File: config.mk
export PLATFORM = sky130hd
export DESIGN_NAME = serial_control_port
export DESIGN_NICKNAME = d
export VERILOG_FILES = /design/src/serial_control_port.v /design/src/edge_sync.v
export VERILOG_INCLUDE_DIRS = /design/src
export SDC_FILE = /design/constraint.sdc
export NUM_CORES = 1
export LEC_CHECK = 0
export BUFFER_PORTS_ARGS = -buffer_cell sky130_fd_sc_hd__buf_4
export CAP_MARGIN = 10
export CORE_AREA = 5 5 250 252
export CTS_CLUSTER_SIZE = 24
export DETAILED_ROUTE_END_ITERATION = 10
export DIE_AREA = 0 0 255 257
export PLACE_DENSITY = 0.64
export SYNTH_ARGS = -nofsm -noshare
export SYNTH_HDL_FRONTEND = slang
export SYNTH_SLANG_ARGS = --single-unit
File: constraint.sdc
create_clock -name ref_clk -period 4.4 [get_ports ref_clk]
set_input_delay 0.66 -clock ref_clk [delete_from_list [all_inputs] [get_ports ref_clk]]
set_output_delay 0.66 -clock ref_clk [all_outputs]
set_load 0.01 [all_outputs]
File: src/sercp_regs.vh
// constants for the dual spi/i2c serial control port
`ifndef SERCP_REGS_VH
`define SERCP_REGS_VH
`define SR_WIDTH        24
`define CR_COUNT        12
`define CR_RST_SO       4'h4
`define CR_DATA_SEL     4'hB
`define RS_BIT          4
`define SO_EN_BIT       5
`define I2C_ADDR_FIXED  5'h18
`define READBACK_TAIL   3'h6
`endif

File: src/serial_control_port.v
// serial control port: spi or i2c slave sharing one shift register
// What this block does
// - select pin low spi, high i2c
// - two i2c address strap bits take the synchronisers' reset value 1, not the pins
// - one 24-bit shift register for both
// - spi samples on rising clock, msb first
// - spi keeps only last 24 bits
// - short frames accepted without padding
// - output shifts on falling edge, msb first
// - readout unaffected until frame completes
// - spi commits after select rises
// - low four bits address control register
// - i2c answers only its own address
// - i2c transfers of one to three bytes
// - receiver acknowledges each byte
// - i2c read data shifts on falling edge
// - i2c commits after stop condition
// - address 11000, strap bits 2 and 1
// - sixteen data registers, selected index read
// - spi mode zero timing
// - open-drain output, disabled at reset
// - spi reads: first bit repeated, tail 110
// - soft reset holds until cleared
`timescale 1ns/1ps
`include "sercp_regs.vh"
module serial_control_port
(
  ref_clk,
  nrst,
  interface_select_pin,
  sclk_pin,
  mosi_sda_in,
  sda_out,
  sda_oe,
  select_addr_bit1_in,
  serial_out_addr_bit2_in,
  serial_out_addr_bit2_out,
  serial_out_addr_bit2_oe,
  data_reg_flat,
  cr_flat,
  cr_write_strobe,
  soft_reset_bit
);
  input          ref_clk;
  input          nrst;
  input          interface_select_pin;
  input          sclk_pin;
  input          mosi_sda_in;
  output         sda_out;
  output         sda_oe;
  input          select_addr_bit1_in;
  input          serial_out_addr_bit2_in;
  output         serial_out_addr_bit2_out;
  output         serial_out_addr_bit2_oe;
  input  [383:0] data_reg_flat;
  output [239:0] cr_flat;
  output [11:0]  cr_write_strobe;
  output         soft_reset_bit;

  localparam S_IDLE = 6'h01;
  localparam S_ADDR = 6'h02;
  localparam S_WR   = 6'h04;
  localparam S_RD   = 6'h08;
  localparam S_ACK  = 6'h10;
  localparam S_SKIP = 6'h20;

  wire mode_i2c;
  wire clk_rise;
  wire clk_fall;
  wire clk_lvl;
  wire dat_lvl;
  wire dat_rise;
  wire dat_fall;
  wire sel_lvl;
  wire sel_rise;
  wire sel_fall;
  wire so_lvl;

  edge_sync #(.INIT(1'b1)) u_bsel (.ref_clk(ref_clk), .nrst(nrst),
    .pin(interface_select_pin), .level(mode_i2c), .rise(), .fall());
  edge_sync #(.INIT(1'b0)) u_clk (.ref_clk(ref_clk), .nrst(nrst),
    .pin(sclk_pin), .level(clk_lvl), .rise(clk_rise), .fall(clk_fall));
  edge_sync #(.INIT(1'b1)) u_dat (.ref_clk(ref_clk), .nrst(nrst),
    .pin(mosi_sda_in), .level(dat_lvl), .rise(dat_rise), .fall(dat_fall));
  edge_sync #(.INIT(1'b1)) u_sel (.ref_clk(ref_clk), .nrst(nrst),
    .pin(select_addr_bit1_in), .level(sel_lvl), .rise(sel_rise), .fall(sel_fall));
  edge_sync #(.INIT(1'b1)) u_so (.ref_clk(ref_clk), .nrst(nrst),
    .pin(serial_out_addr_bit2_in), .level(so_lvl), .rise(), .fall());

  reg [23:0]  shift_reg;
  reg [23:0]  out_reg;
  reg         first_rep_reg;
  reg [5:0]   state_reg;
  reg [2:0]   bitcnt_reg;
  reg [1:0]   bytecnt_reg;
  reg [7:0]   byte_reg;
  reg         bit_seen_reg;
  reg         rw_reg;
  reg         ack_ok_reg;
  reg         pending_reg;
  reg [239:0] cr_reg;
  reg [11:0]  strobe_reg;
  reg         sda_oe_reg;
  reg         so_oe_reg;
  reg [1:0]   strap_reg;
  reg         strap_done_reg;
  reg [3:0]   sel_idx_reg;
  reg         so_en_reg;
  reg         srst_reg;

  // read word: selected data register, tail forced to 110
  function [23:0] readback;
    input [383:0] regs;
    input [3:0]   idx;
    reg   [23:0]  w;
    begin
      w = regs[idx*24 +: 24];
      // tail one bit up: the repeated first bit pushes bit 0 out of a 24-bit read
      readback = {w[23:4], `READBACK_TAIL, 1'b1};
    end
  endfunction

  function cr_defined;
    input [3:0] a;
    begin
      cr_defined = (a < `CR_COUNT);
    end
  endfunction

  wire [23:0] rb_word;
  wire        spi_active;
  wire        start_c;
  wire        stop_c;
  wire [6:0]  my_addr;
  assign rb_word    = readback(data_reg_flat, sel_idx_reg);
  assign spi_active = ~mode_i2c & ~sel_lvl;
  assign start_c    = mode_i2c & dat_fall & clk_lvl;
  assign stop_c     = mode_i2c & dat_rise & clk_lvl;
  assign my_addr    = {`I2C_ADDR_FIXED, strap_reg};

  // commit the shifted word; addresses past the table are dropped
  always @(posedge ref_clk or negedge nrst)
  begin
    if (!nrst)
    begin
      cr_reg      <= 240'h0;
      strobe_reg  <= 12'h000;
      sel_idx_reg <= 4'h0;
      so_en_reg   <= 1'b0;
      srst_reg    <= 1'b0;
    end
    else
    begin
      strobe_reg <= 12'h000;
      if (pending_reg && cr_defined(shift_reg[3:0]))
      begin
        cr_reg[shift_reg[3:0]*20 +: 20] <= shift_reg[23:4];
        strobe_reg[shift_reg[3:0]]      <= 1'b1;
        if (shift_reg[3:0] == `CR_DATA_SEL)
          sel_idx_reg <= shift_reg[7:4];
        if (shift_reg[3:0] == `CR_RST_SO)
        begin
          srst_reg  <= shift_reg[`RS_BIT];
          so_en_reg <= shift_reg[`SO_EN_BIT];
        end
      end
    end
  end

  // straps loaded once, in the first cycle after reset release, from the synchronisers still at reset value 1; pins later become bus lines
  always @(posedge ref_clk or negedge nrst)
  begin
    if (!nrst)
    begin
      strap_reg      <= 2'b00;
      strap_done_reg <= 1'b0;
    end
    else if (!strap_done_reg)
    begin
      strap_reg      <= {so_lvl, sel_lvl};
      strap_done_reg <= 1'b1;
    end
  end

  always @(posedge ref_clk or negedge nrst)
  begin
    if (!nrst)
    begin
      shift_reg     <= 24'h0;
      out_reg       <= 24'h0;
      first_rep_reg <= 1'b0;
      state_reg     <= S_IDLE;
      bitcnt_reg    <= 3'h0;
      bytecnt_reg   <= 2'h0;
      rw_reg        <= 1'b0;
      ack_ok_reg    <= 1'b0;
      pending_reg   <= 1'b0;
      sda_oe_reg    <= 1'b0;
      so_oe_reg     <= 1'b0;
      byte_reg      <= 8'h00;
      bit_seen_reg  <= 1'b0;
    end
    else
    begin
      pending_reg <= 1'b0;
      if (!mode_i2c)
      begin
        sda_oe_reg <= 1'b0;
        state_reg  <= S_IDLE;
        if (sel_fall)
        begin
          out_reg       <= rb_word;
          first_rep_reg <= 1'b1;
          so_oe_reg     <= so_en_reg & ~rb_word[23];
        end
        else if (spi_active && clk_rise)
          shift_reg <= {shift_reg[22:0], dat_lvl};
        else if (spi_active && clk_fall)
        begin
          if (first_rep_reg)
            first_rep_reg <= 1'b0;
          else
          begin
            out_reg   <= {out_reg[22:0], 1'b1};
            so_oe_reg <= so_en_reg & ~out_reg[22];
          end
        end
        if (sel_rise)
        begin
          pending_reg <= 1'b1;
          so_oe_reg   <= 1'b0;
        end
      end
      else
      begin
        so_oe_reg <= 1'b0;
        if (start_c)
        begin
          state_reg  <= S_ADDR;
          bitcnt_reg <= 3'h0;
          bytecnt_reg  <= 2'h0;
          bit_seen_reg <= 1'b0;
          sda_oe_reg <= 1'b0;
        end
        else if (stop_c)
        begin
          // short frames leave fewer bytes in the low end
          pending_reg <= (state_reg != S_IDLE) && ack_ok_reg && !rw_reg
                         && (bytecnt_reg != 2'h0);
          state_reg   <= S_IDLE;
          sda_oe_reg  <= 1'b0;
        end
        else
        begin
          case (state_reg)
            S_IDLE:
              sda_oe_reg <= 1'b0;
            S_ADDR, S_WR:
              if (clk_rise)
              begin
                // staged per byte so the clock rise before a stop never shifts the word
                byte_reg     <= {byte_reg[6:0], dat_lvl};
                bit_seen_reg <= 1'b1;
                bitcnt_reg   <= bitcnt_reg + 3'h1;
              end
              else if (clk_fall && bitcnt_reg == 3'h0 && state_reg == S_ADDR &&
                       ack_ok_reg == 1'b0 && shift_reg[7:1] == my_addr &&
                       bytecnt_reg == 2'h3)
                state_reg <= S_ADDR;
              else if (clk_fall && bitcnt_reg == 3'h0 && bit_seen_reg && bytecnt_reg != 2'h3)
              begin
                if (state_reg == S_ADDR)
                begin
                  if (byte_reg[7:1] == my_addr)
                  begin
                    rw_reg      <= byte_reg[0];
                    ack_ok_reg  <= 1'b1;
                    bytecnt_reg <= 2'h0;
                    out_reg     <= rb_word;
                    sda_oe_reg  <= 1'b1;
                    state_reg   <= S_ACK;
                  end
                  else
                  begin
                    ack_ok_reg <= 1'b0;
                    state_reg  <= S_SKIP;
                  end
                end
                else
                begin
                  bytecnt_reg <= bytecnt_reg + 2'h1;
                  shift_reg   <= {shift_reg[15:0], byte_reg};
                  sda_oe_reg  <= 1'b1;
                  state_reg   <= S_ACK;
                end
              end
            S_ACK:
              if (clk_fall)
              begin
                bitcnt_reg   <= 3'h0;
                bit_seen_reg <= 1'b0;
                if (rw_reg)
                begin
                  state_reg  <= S_RD;
                  sda_oe_reg <= ~out_reg[23];
                end
                else
                begin
                  state_reg  <= S_WR;
                  sda_oe_reg <= 1'b0;
                end
              end
            S_RD:
              if (clk_rise && bitcnt_reg == 3'h7)
              begin
                bitcnt_reg <= 3'h0;
                if (dat_lvl)
                  state_reg <= S_SKIP; // line high at the eighth data bit ends the read
              end
              else if (clk_rise)
                bitcnt_reg <= bitcnt_reg + 3'h1;
              else if (clk_fall)
              begin
                out_reg <= {out_reg[22:0], 1'b1};
                if (bitcnt_reg == 3'h0)
                begin
                  sda_oe_reg <= 1'b0;
                  state_reg  <= S_ACK;
                end
                else
                  sda_oe_reg <= ~out_reg[22];
              end
            S_SKIP:
              sda_oe_reg <= 1'b0;
            default:
              state_reg <= S_IDLE;
          endcase
        end
      end
    end
  end

  assign cr_flat                  = cr_reg;
  assign cr_write_strobe          = strobe_reg;
  assign soft_reset_bit           = srst_reg;
  assign sda_out                  = 1'b0;
  assign sda_oe                   = sda_oe_reg;
  assign serial_out_addr_bit2_out = 1'b0;
  assign serial_out_addr_bit2_oe  = so_oe_reg;
endmodule

File: src/edge_sync.v
// two-flop synchroniser with edge detection for one pin
`timescale 1ns/1ps
module edge_sync
(
  ref_clk,
  nrst,
  pin,
  level,
  rise,
  fall
);
  input      ref_clk;
  input      nrst;
  input      pin;
  output     level;
  output     rise;
  output     fall;
  parameter  INIT = 1'b1;
  reg        meta_reg;
  reg        sync_reg;
  reg        last_reg;
  always @(posedge ref_clk or negedge nrst)
  begin
    if (!nrst)
    begin
      meta_reg <= INIT;
      sync_reg <= INIT;
      last_reg <= INIT;
    end
    else
    begin
      meta_reg <= pin;
      sync_reg <= meta_reg;
      last_reg <= sync_reg;
    end
  end
  assign level = sync_reg;
  assign rise  = sync_reg & ~last_reg;
  assign fall  = ~sync_reg & last_reg;
endmodule

Word-level counts from Yosys, hierarchy flattened. Index checks and enable logic that the tools add are counted. Widths: inputs -> output; s select.

RAM bits: 0. Latch bits: 0. Flip-flop bits (word level): 348. Word-level logic and storage cells: 265. Memory bits (read-only): 0. Memories: 0. Output and inout port bits: 257.

$add $sub $neg: 3. Shifts and indexed selects: 3. Bitwise gates (word level): 28. $lt $le $gt $ge: 3. Reduce and logical (&&, ||, !) cells: 42. Divide/modulo/power cells: 0. Mux-type cells: 94. Equality and inequality tests: 57. Multipliers: 2.

Operator list (count): $mux 24 (25); $shiftx 384x10->24 (1); $bwmux 240 (1); $shift 20x34->240 const A (1); $shiftx 20x34->240 (1); $mux 6 (14); $pmux 24 s2 (1); $ne 5x5->1 const B (7); $neg 9->34 (1); $mux 1 (33); $ne 3x3->1 const B (11); $ne 6x6->1 const B (5); $reduce_and 9->1 (3); $pmux 6 s4 (1); $ne 2x2->1 const B (11); $mux 2 (8); $reduce_and 8->1 (2); $logic_and 1x1->1 (15); $mux 3 (5); $not 1->1 (15); $eq 7x7->1 (2); $reduce_and 14->1 (1); $and 1x1->1 (13); $mux 12 (1); 40 further kinds (54).

Depth between registers and ports, before layout.
Depth in word-level cells: 13. Gate-level depth with buffers: 17.

Modules after synthesis. From an unflattened synthesis, not the netlist that was laid out.

Cells, all modules: 1676. Area, all modules: 19354.8 um2.

By module, submodules not included: serial_control_port (instances 1, seq. area each 8384.3 um2, area an instance 18889.4 um2, cells an instance 1651); edge_sync (u_bsel ...) (instances 4, seq. area each 78.8 um2, area an instance 93.8 um2, cells an instance 5); edge_sync (u_clk) (instances 1, seq. area each 75.1 um2, area an instance 90.1 um2, cells an instance 5).

Least setup slack after synthesis. OpenSTA, ideal clock, no wires.

Kind: register -> register. Start point: register shift_reg[3]. End point: register cr_reg[212], in the netlist cr_flat[212]. Path buffers: 2. Path slack: 452 ps. Period minus slack after synthesis: 3948 ps. Cell stages (with the launch flop): 16. Arrival: 3823 ps. Required time: 4275 ps. Path through: dfrtp_1 ha_1 ha_1 fa_1 buf_2 nor2_1 nand2_1 nor2_1 ha_1 clkbuf_2 nor2b_1 o2111ai_1 a211oi_2 nand2_1 nor2_1 mux2_2.

Cells in the longest elaborated chain, start to end: 4. Elaborated cells between the ends (all ways): 7. Classes of those cells: add/sub: 1; mul: 1; order compare: 1; shift: 2; mux: 1; reduce/logical: 1.

Ends and longest elaborated chain: start, declared (line serial_control_port.v:90) `reg [23:0] shift_reg;`; start signal, assigned (line serial_control_port.v:217) `shift_reg <= {shift_reg[22:0], dat_lvl};`; start signal, assigned (line serial_control_port.v:292) `shift_reg <= {shift_reg[15:0], byte_reg};`; $mul 4x3->7 (line serial_control_port.v:157) `cr_reg[shift_reg[3:0]*20 +: 20] <= shift_reg[23:4];`; $neg 9->34 (line serial_control_port.v:157); $shiftx 20x34->240 or $shift 20x34->240 (tied branches) (line serial_control_port.v:157); $bwmux 240 (line serial_control_port.v:157); end signal, assigned by index (line serial_control_port.v:157); end, declared (line serial_control_port.v:101) `reg [239:0] cr_reg;`.

Parallel ways exist; a longest one is shown, timed or not. A chain may end at the register's enable or synchronous reset.

Final worst setup path.
Start point: register shift_reg[1]. End point: register cr_reg[219], in the netlist cr_flat[219].

Same word-level chain as after synthesis.

==> flow_summary.yaml <==
clock_tree:
  clk_latency_ns: 0.58
  htree_levels: 2
  cts_buffers: 41
  cts_setup_buffers: 0
  cts.sinks: 348
  cts-root-buf: "clkbuf_16"
  clk_pin_slew_ns: 0.06
  cts_max_path_buffers: 3
  cts_tree: "done"
drt:
  totalWireLength_mm: 76.9
  num_vias: 16000
  dr.pass1.iters: 6
  wire_per_inst_um: 25.9
  drt-initial-drc-count: 1305
  drtAntennaViolNets: 0
  drc_errors: 0
  drt-vias-per-instance: 5.38
setup_path:
  crit_required_ns: 4.86
  reg2reg_from: "shift_reg[1]"
  critPathSlowestCell: "fa_1"
  crit_family: "adder cells"
  ff2ff_setup_slack_ns: 0.20
  rr_endpoint: "cr_flat[219]"
  critical_path_buf_inv_count: 0
  cp-start-kind: "flip-flop"
  cpPeakStageDelay_ns: 0.54
  path_class: "reg -> reg"
  arrival_ns: 4.66
  crit_path_end_kind: "flip-flop"
  r2r_cells: 13
  crit_fanout: 4
  worstPathCellList: "ha_1 -> ha_1 -> fa_1 -> nor2_1 -> nand2_1 -> nor2_1 -> ha_1 -> nor2b_1 -> o2111ai_1 -> a211oi_2 -> nand2_1 -> nor2_1 -> mux2_2"
logic_synthesis:
  ys_seq_area_frac: 0.466
  synth_area_leaders: "dfrtp_1 45%, mux2_2 15%, mux4_2 9.6%"
  async_reset_ff_frac: 1.00
  synth.top_cell.area_share: 0.451
  syn_inst: 1577
  synthFlopType: "dfrtp_1"
  yosysMostFrequentCell: "dfrtp_1"
  ys_types: 84
  synthesis.area_mm2: 0.0187
  syn_area_per_cell_um2: 11.9
  yosysTopAreaCell: "dfrtp_1"
  ys_top_cells_by_count: "337 x dfrtp_1, 247 x mux2_2, 129 x nand2_1"
  ys_seq_elements: 348
  synth-edff-count: 0
  yosysWarnings: 0
sta:
  worst_slew_pin_slew_ns: 1.19
  tns_ns: 0
  slew_headroom: 0.205
  drv_slew: 0
  finalCritPeriodShare: 0.955
  hold_viol: 0
  setup_viol: 0
  timing.hold.ws_ns: 0.151
  clock.fmax_mhz: 238
  clock_skew_ns: 0.0343
  rsz0062_at_grt: "yes"
  period_needed_ns: 4.20
global_route:
  antenna_found_initial: 11
  grt_start_max_net_pins: 124
  grt-ovfl-total: 0
  grt.total_usage: 0.226
  first_global_vias: 16700
  grt_pass1_wl_mm: 112
placement:
  dpl_cell_area_mm2: 0.0241
  portBuffers: 581
  globalplace.congestion: 0.969
  dp_hpwl_mm: 61.6
  post-place-cells: 2896
floorplan:
  core_mm2: 0.0599
  num_rows: 90
  die-height_um: 257
  io_pins: 648
  die_w_um: 255
  initial_core_util: 0.312
  dieArea_mm2: 0.0655
power_and_ir_drop:
  p_clk_frac: 0.410
  p_leak_nw: 11.9
  total_power_w: 0.00834
  swShare: 0.297
  ir_drop_v: 0.000208
  intPower_w: 0.00586
  p_per_area_mw_per_mm2: 327
  comb_power_share: 0.190
  switchingPower_w: 0.00248
  power_frac_seq: 0.400
run_status:
  status: "finished, final reports clean"
cells_and_area:
  fin_cells: 2972
  syn_to_final_growth_pct: 36.2
  drive_gt1_frac: 0.493
  largest_register_ffs: 240
  fin_area_mm2: 0.0255
  antenna_cells: 0
  nets: 2565
min_path:
  hold_path_class: "in -> async"
flow_run:
  cap_violations: 0
through the flow:
stage	worst slack, ns	utilization
final	0.196	0.426
after global routing	-0.0618	0.426
after CTS	0.232	0.425
after detailed placement	0.248	0.403
after global placement	0.319	0.403
after floorplan	0.452	-
how the worst max path moves through the flow:
stage                       startpoint      endpoint  slack, ns  depth (start not counted)
after global placement    shift_reg[1]  cr_flat[227]       0.32                         13
after detailed placement  shift_reg[1]  cr_flat[219]       0.25                         13
final                     shift_reg[1]  cr_flat[219]       0.20                         13
after floorplan           shift_reg[3]  cr_flat[212]       0.45                         15
after global routing      shift_reg[1]  cr_flat[212]      -0.06                         13
after CTS                 shift_reg[1]  cr_flat[219]       0.23                         13
placed cells by master (no fill, tap or decap), types with 8 or more instances in the layout:
cell       Yosys  final
dfstp_2       11     11
a21oi_1       67     67
clkbuf_1      55      9
mux2_1        12     12
o21ai_0       71     71
and2_1        13     14
mux4_2        80     80
o22ai_1       51     51
mux2i_1       67     67
nand3_1       24     24
a211oi_1      41     41
ha_1          16     15
buf_4          3    629
nor3_1        13     13
nand2_1      129    129
nand4_1        8      8
nand2b_1      10     10
inv_1         17     17
clkbuf_16      0     42
dfrtp_1      337    333
mux2_2       247    247
or3_1         10     10
o32ai_1       12     12
nor2b_1       27     27
nor2_1        89     87
final cells by class:
class | instances | area (um2)
Clock inverter | 19 | 199
Clock buffer | 57 | 1170
Timing Repair Buffer | 634 | 4820
Tap cell | 782 | 978
Multi-Input combinational cell | 1114 | 9530
Fill cell | 5734 | 34400
Inverter | 18 | 67.6
Sequential cell | 348 | 8730
per-layer routing:
| layer | vias to the layer above | share of wire | GRT usage |
|---|---|---|---|
| li1 | 7063 | - | - |
| met1 | 8132 | 0.40 | 0.287 |
| met2 | 681 | 0.50 | 0.391 |
| met3 | 114 | 0.069 | 0.0504 |
| met4 | 6 | 0.029 | 0.0598 |
| met5 | - | 0.00053 | 0 |
kinds of logic (layout without fill, tap and decap cells):
family | count (synthesis) | in the layout | share of synthesized area
other cells | 2 | 3 | 0.000401
simple gates | 374 | 374 | 0.0977
flops | 348 | 348 | 0.466
fa+ha+maj | 17 | 17 | 0.0118
compound gates | 299 | 299 | 0.102
mux | 406 | 406 | 0.288
buf+inv | 116 | 728 | 0.0263
xor+xnor | 15 | 15 | 0.00742
repair_timing:
action                                  in CTS  in global routing
endpoints found under the setup margin       0                 28
hold buffers                                 0                  0
resized for setup                            0                  3
power groups by stage:
stage / combinational [W] / clock, W / sequential, W
floorplan: 0.000844 / 0 / 0.00337
global placement: 0.00154 / 0 / 0.00339
detailed placement: 0.00156 / 0 / 0.00339
CTS: 0.00157 / 0.00350 / 0.00333
global route: 0.00171 / 0.00365 / 0.00334
finish: 0.00159 / 0.00342 / 0.00333
worst register-to-register path, cell delays in order (launching register included):
cell and delay, ns:
dfrtp_1 0.38, ha_1 0.30, ha_1 0.21, fa_1 0.54
nor2_1 0.07, nand2_1 0.13, nor2_1 0.06, ha_1 0.28
nor2b_1 0.21, o2111ai_1 0.27, a211oi_2 0.51, nand2_1 0.34
nor2_1 0.39, mux2_2 0.40
Power figures use the tool's default switching activity.
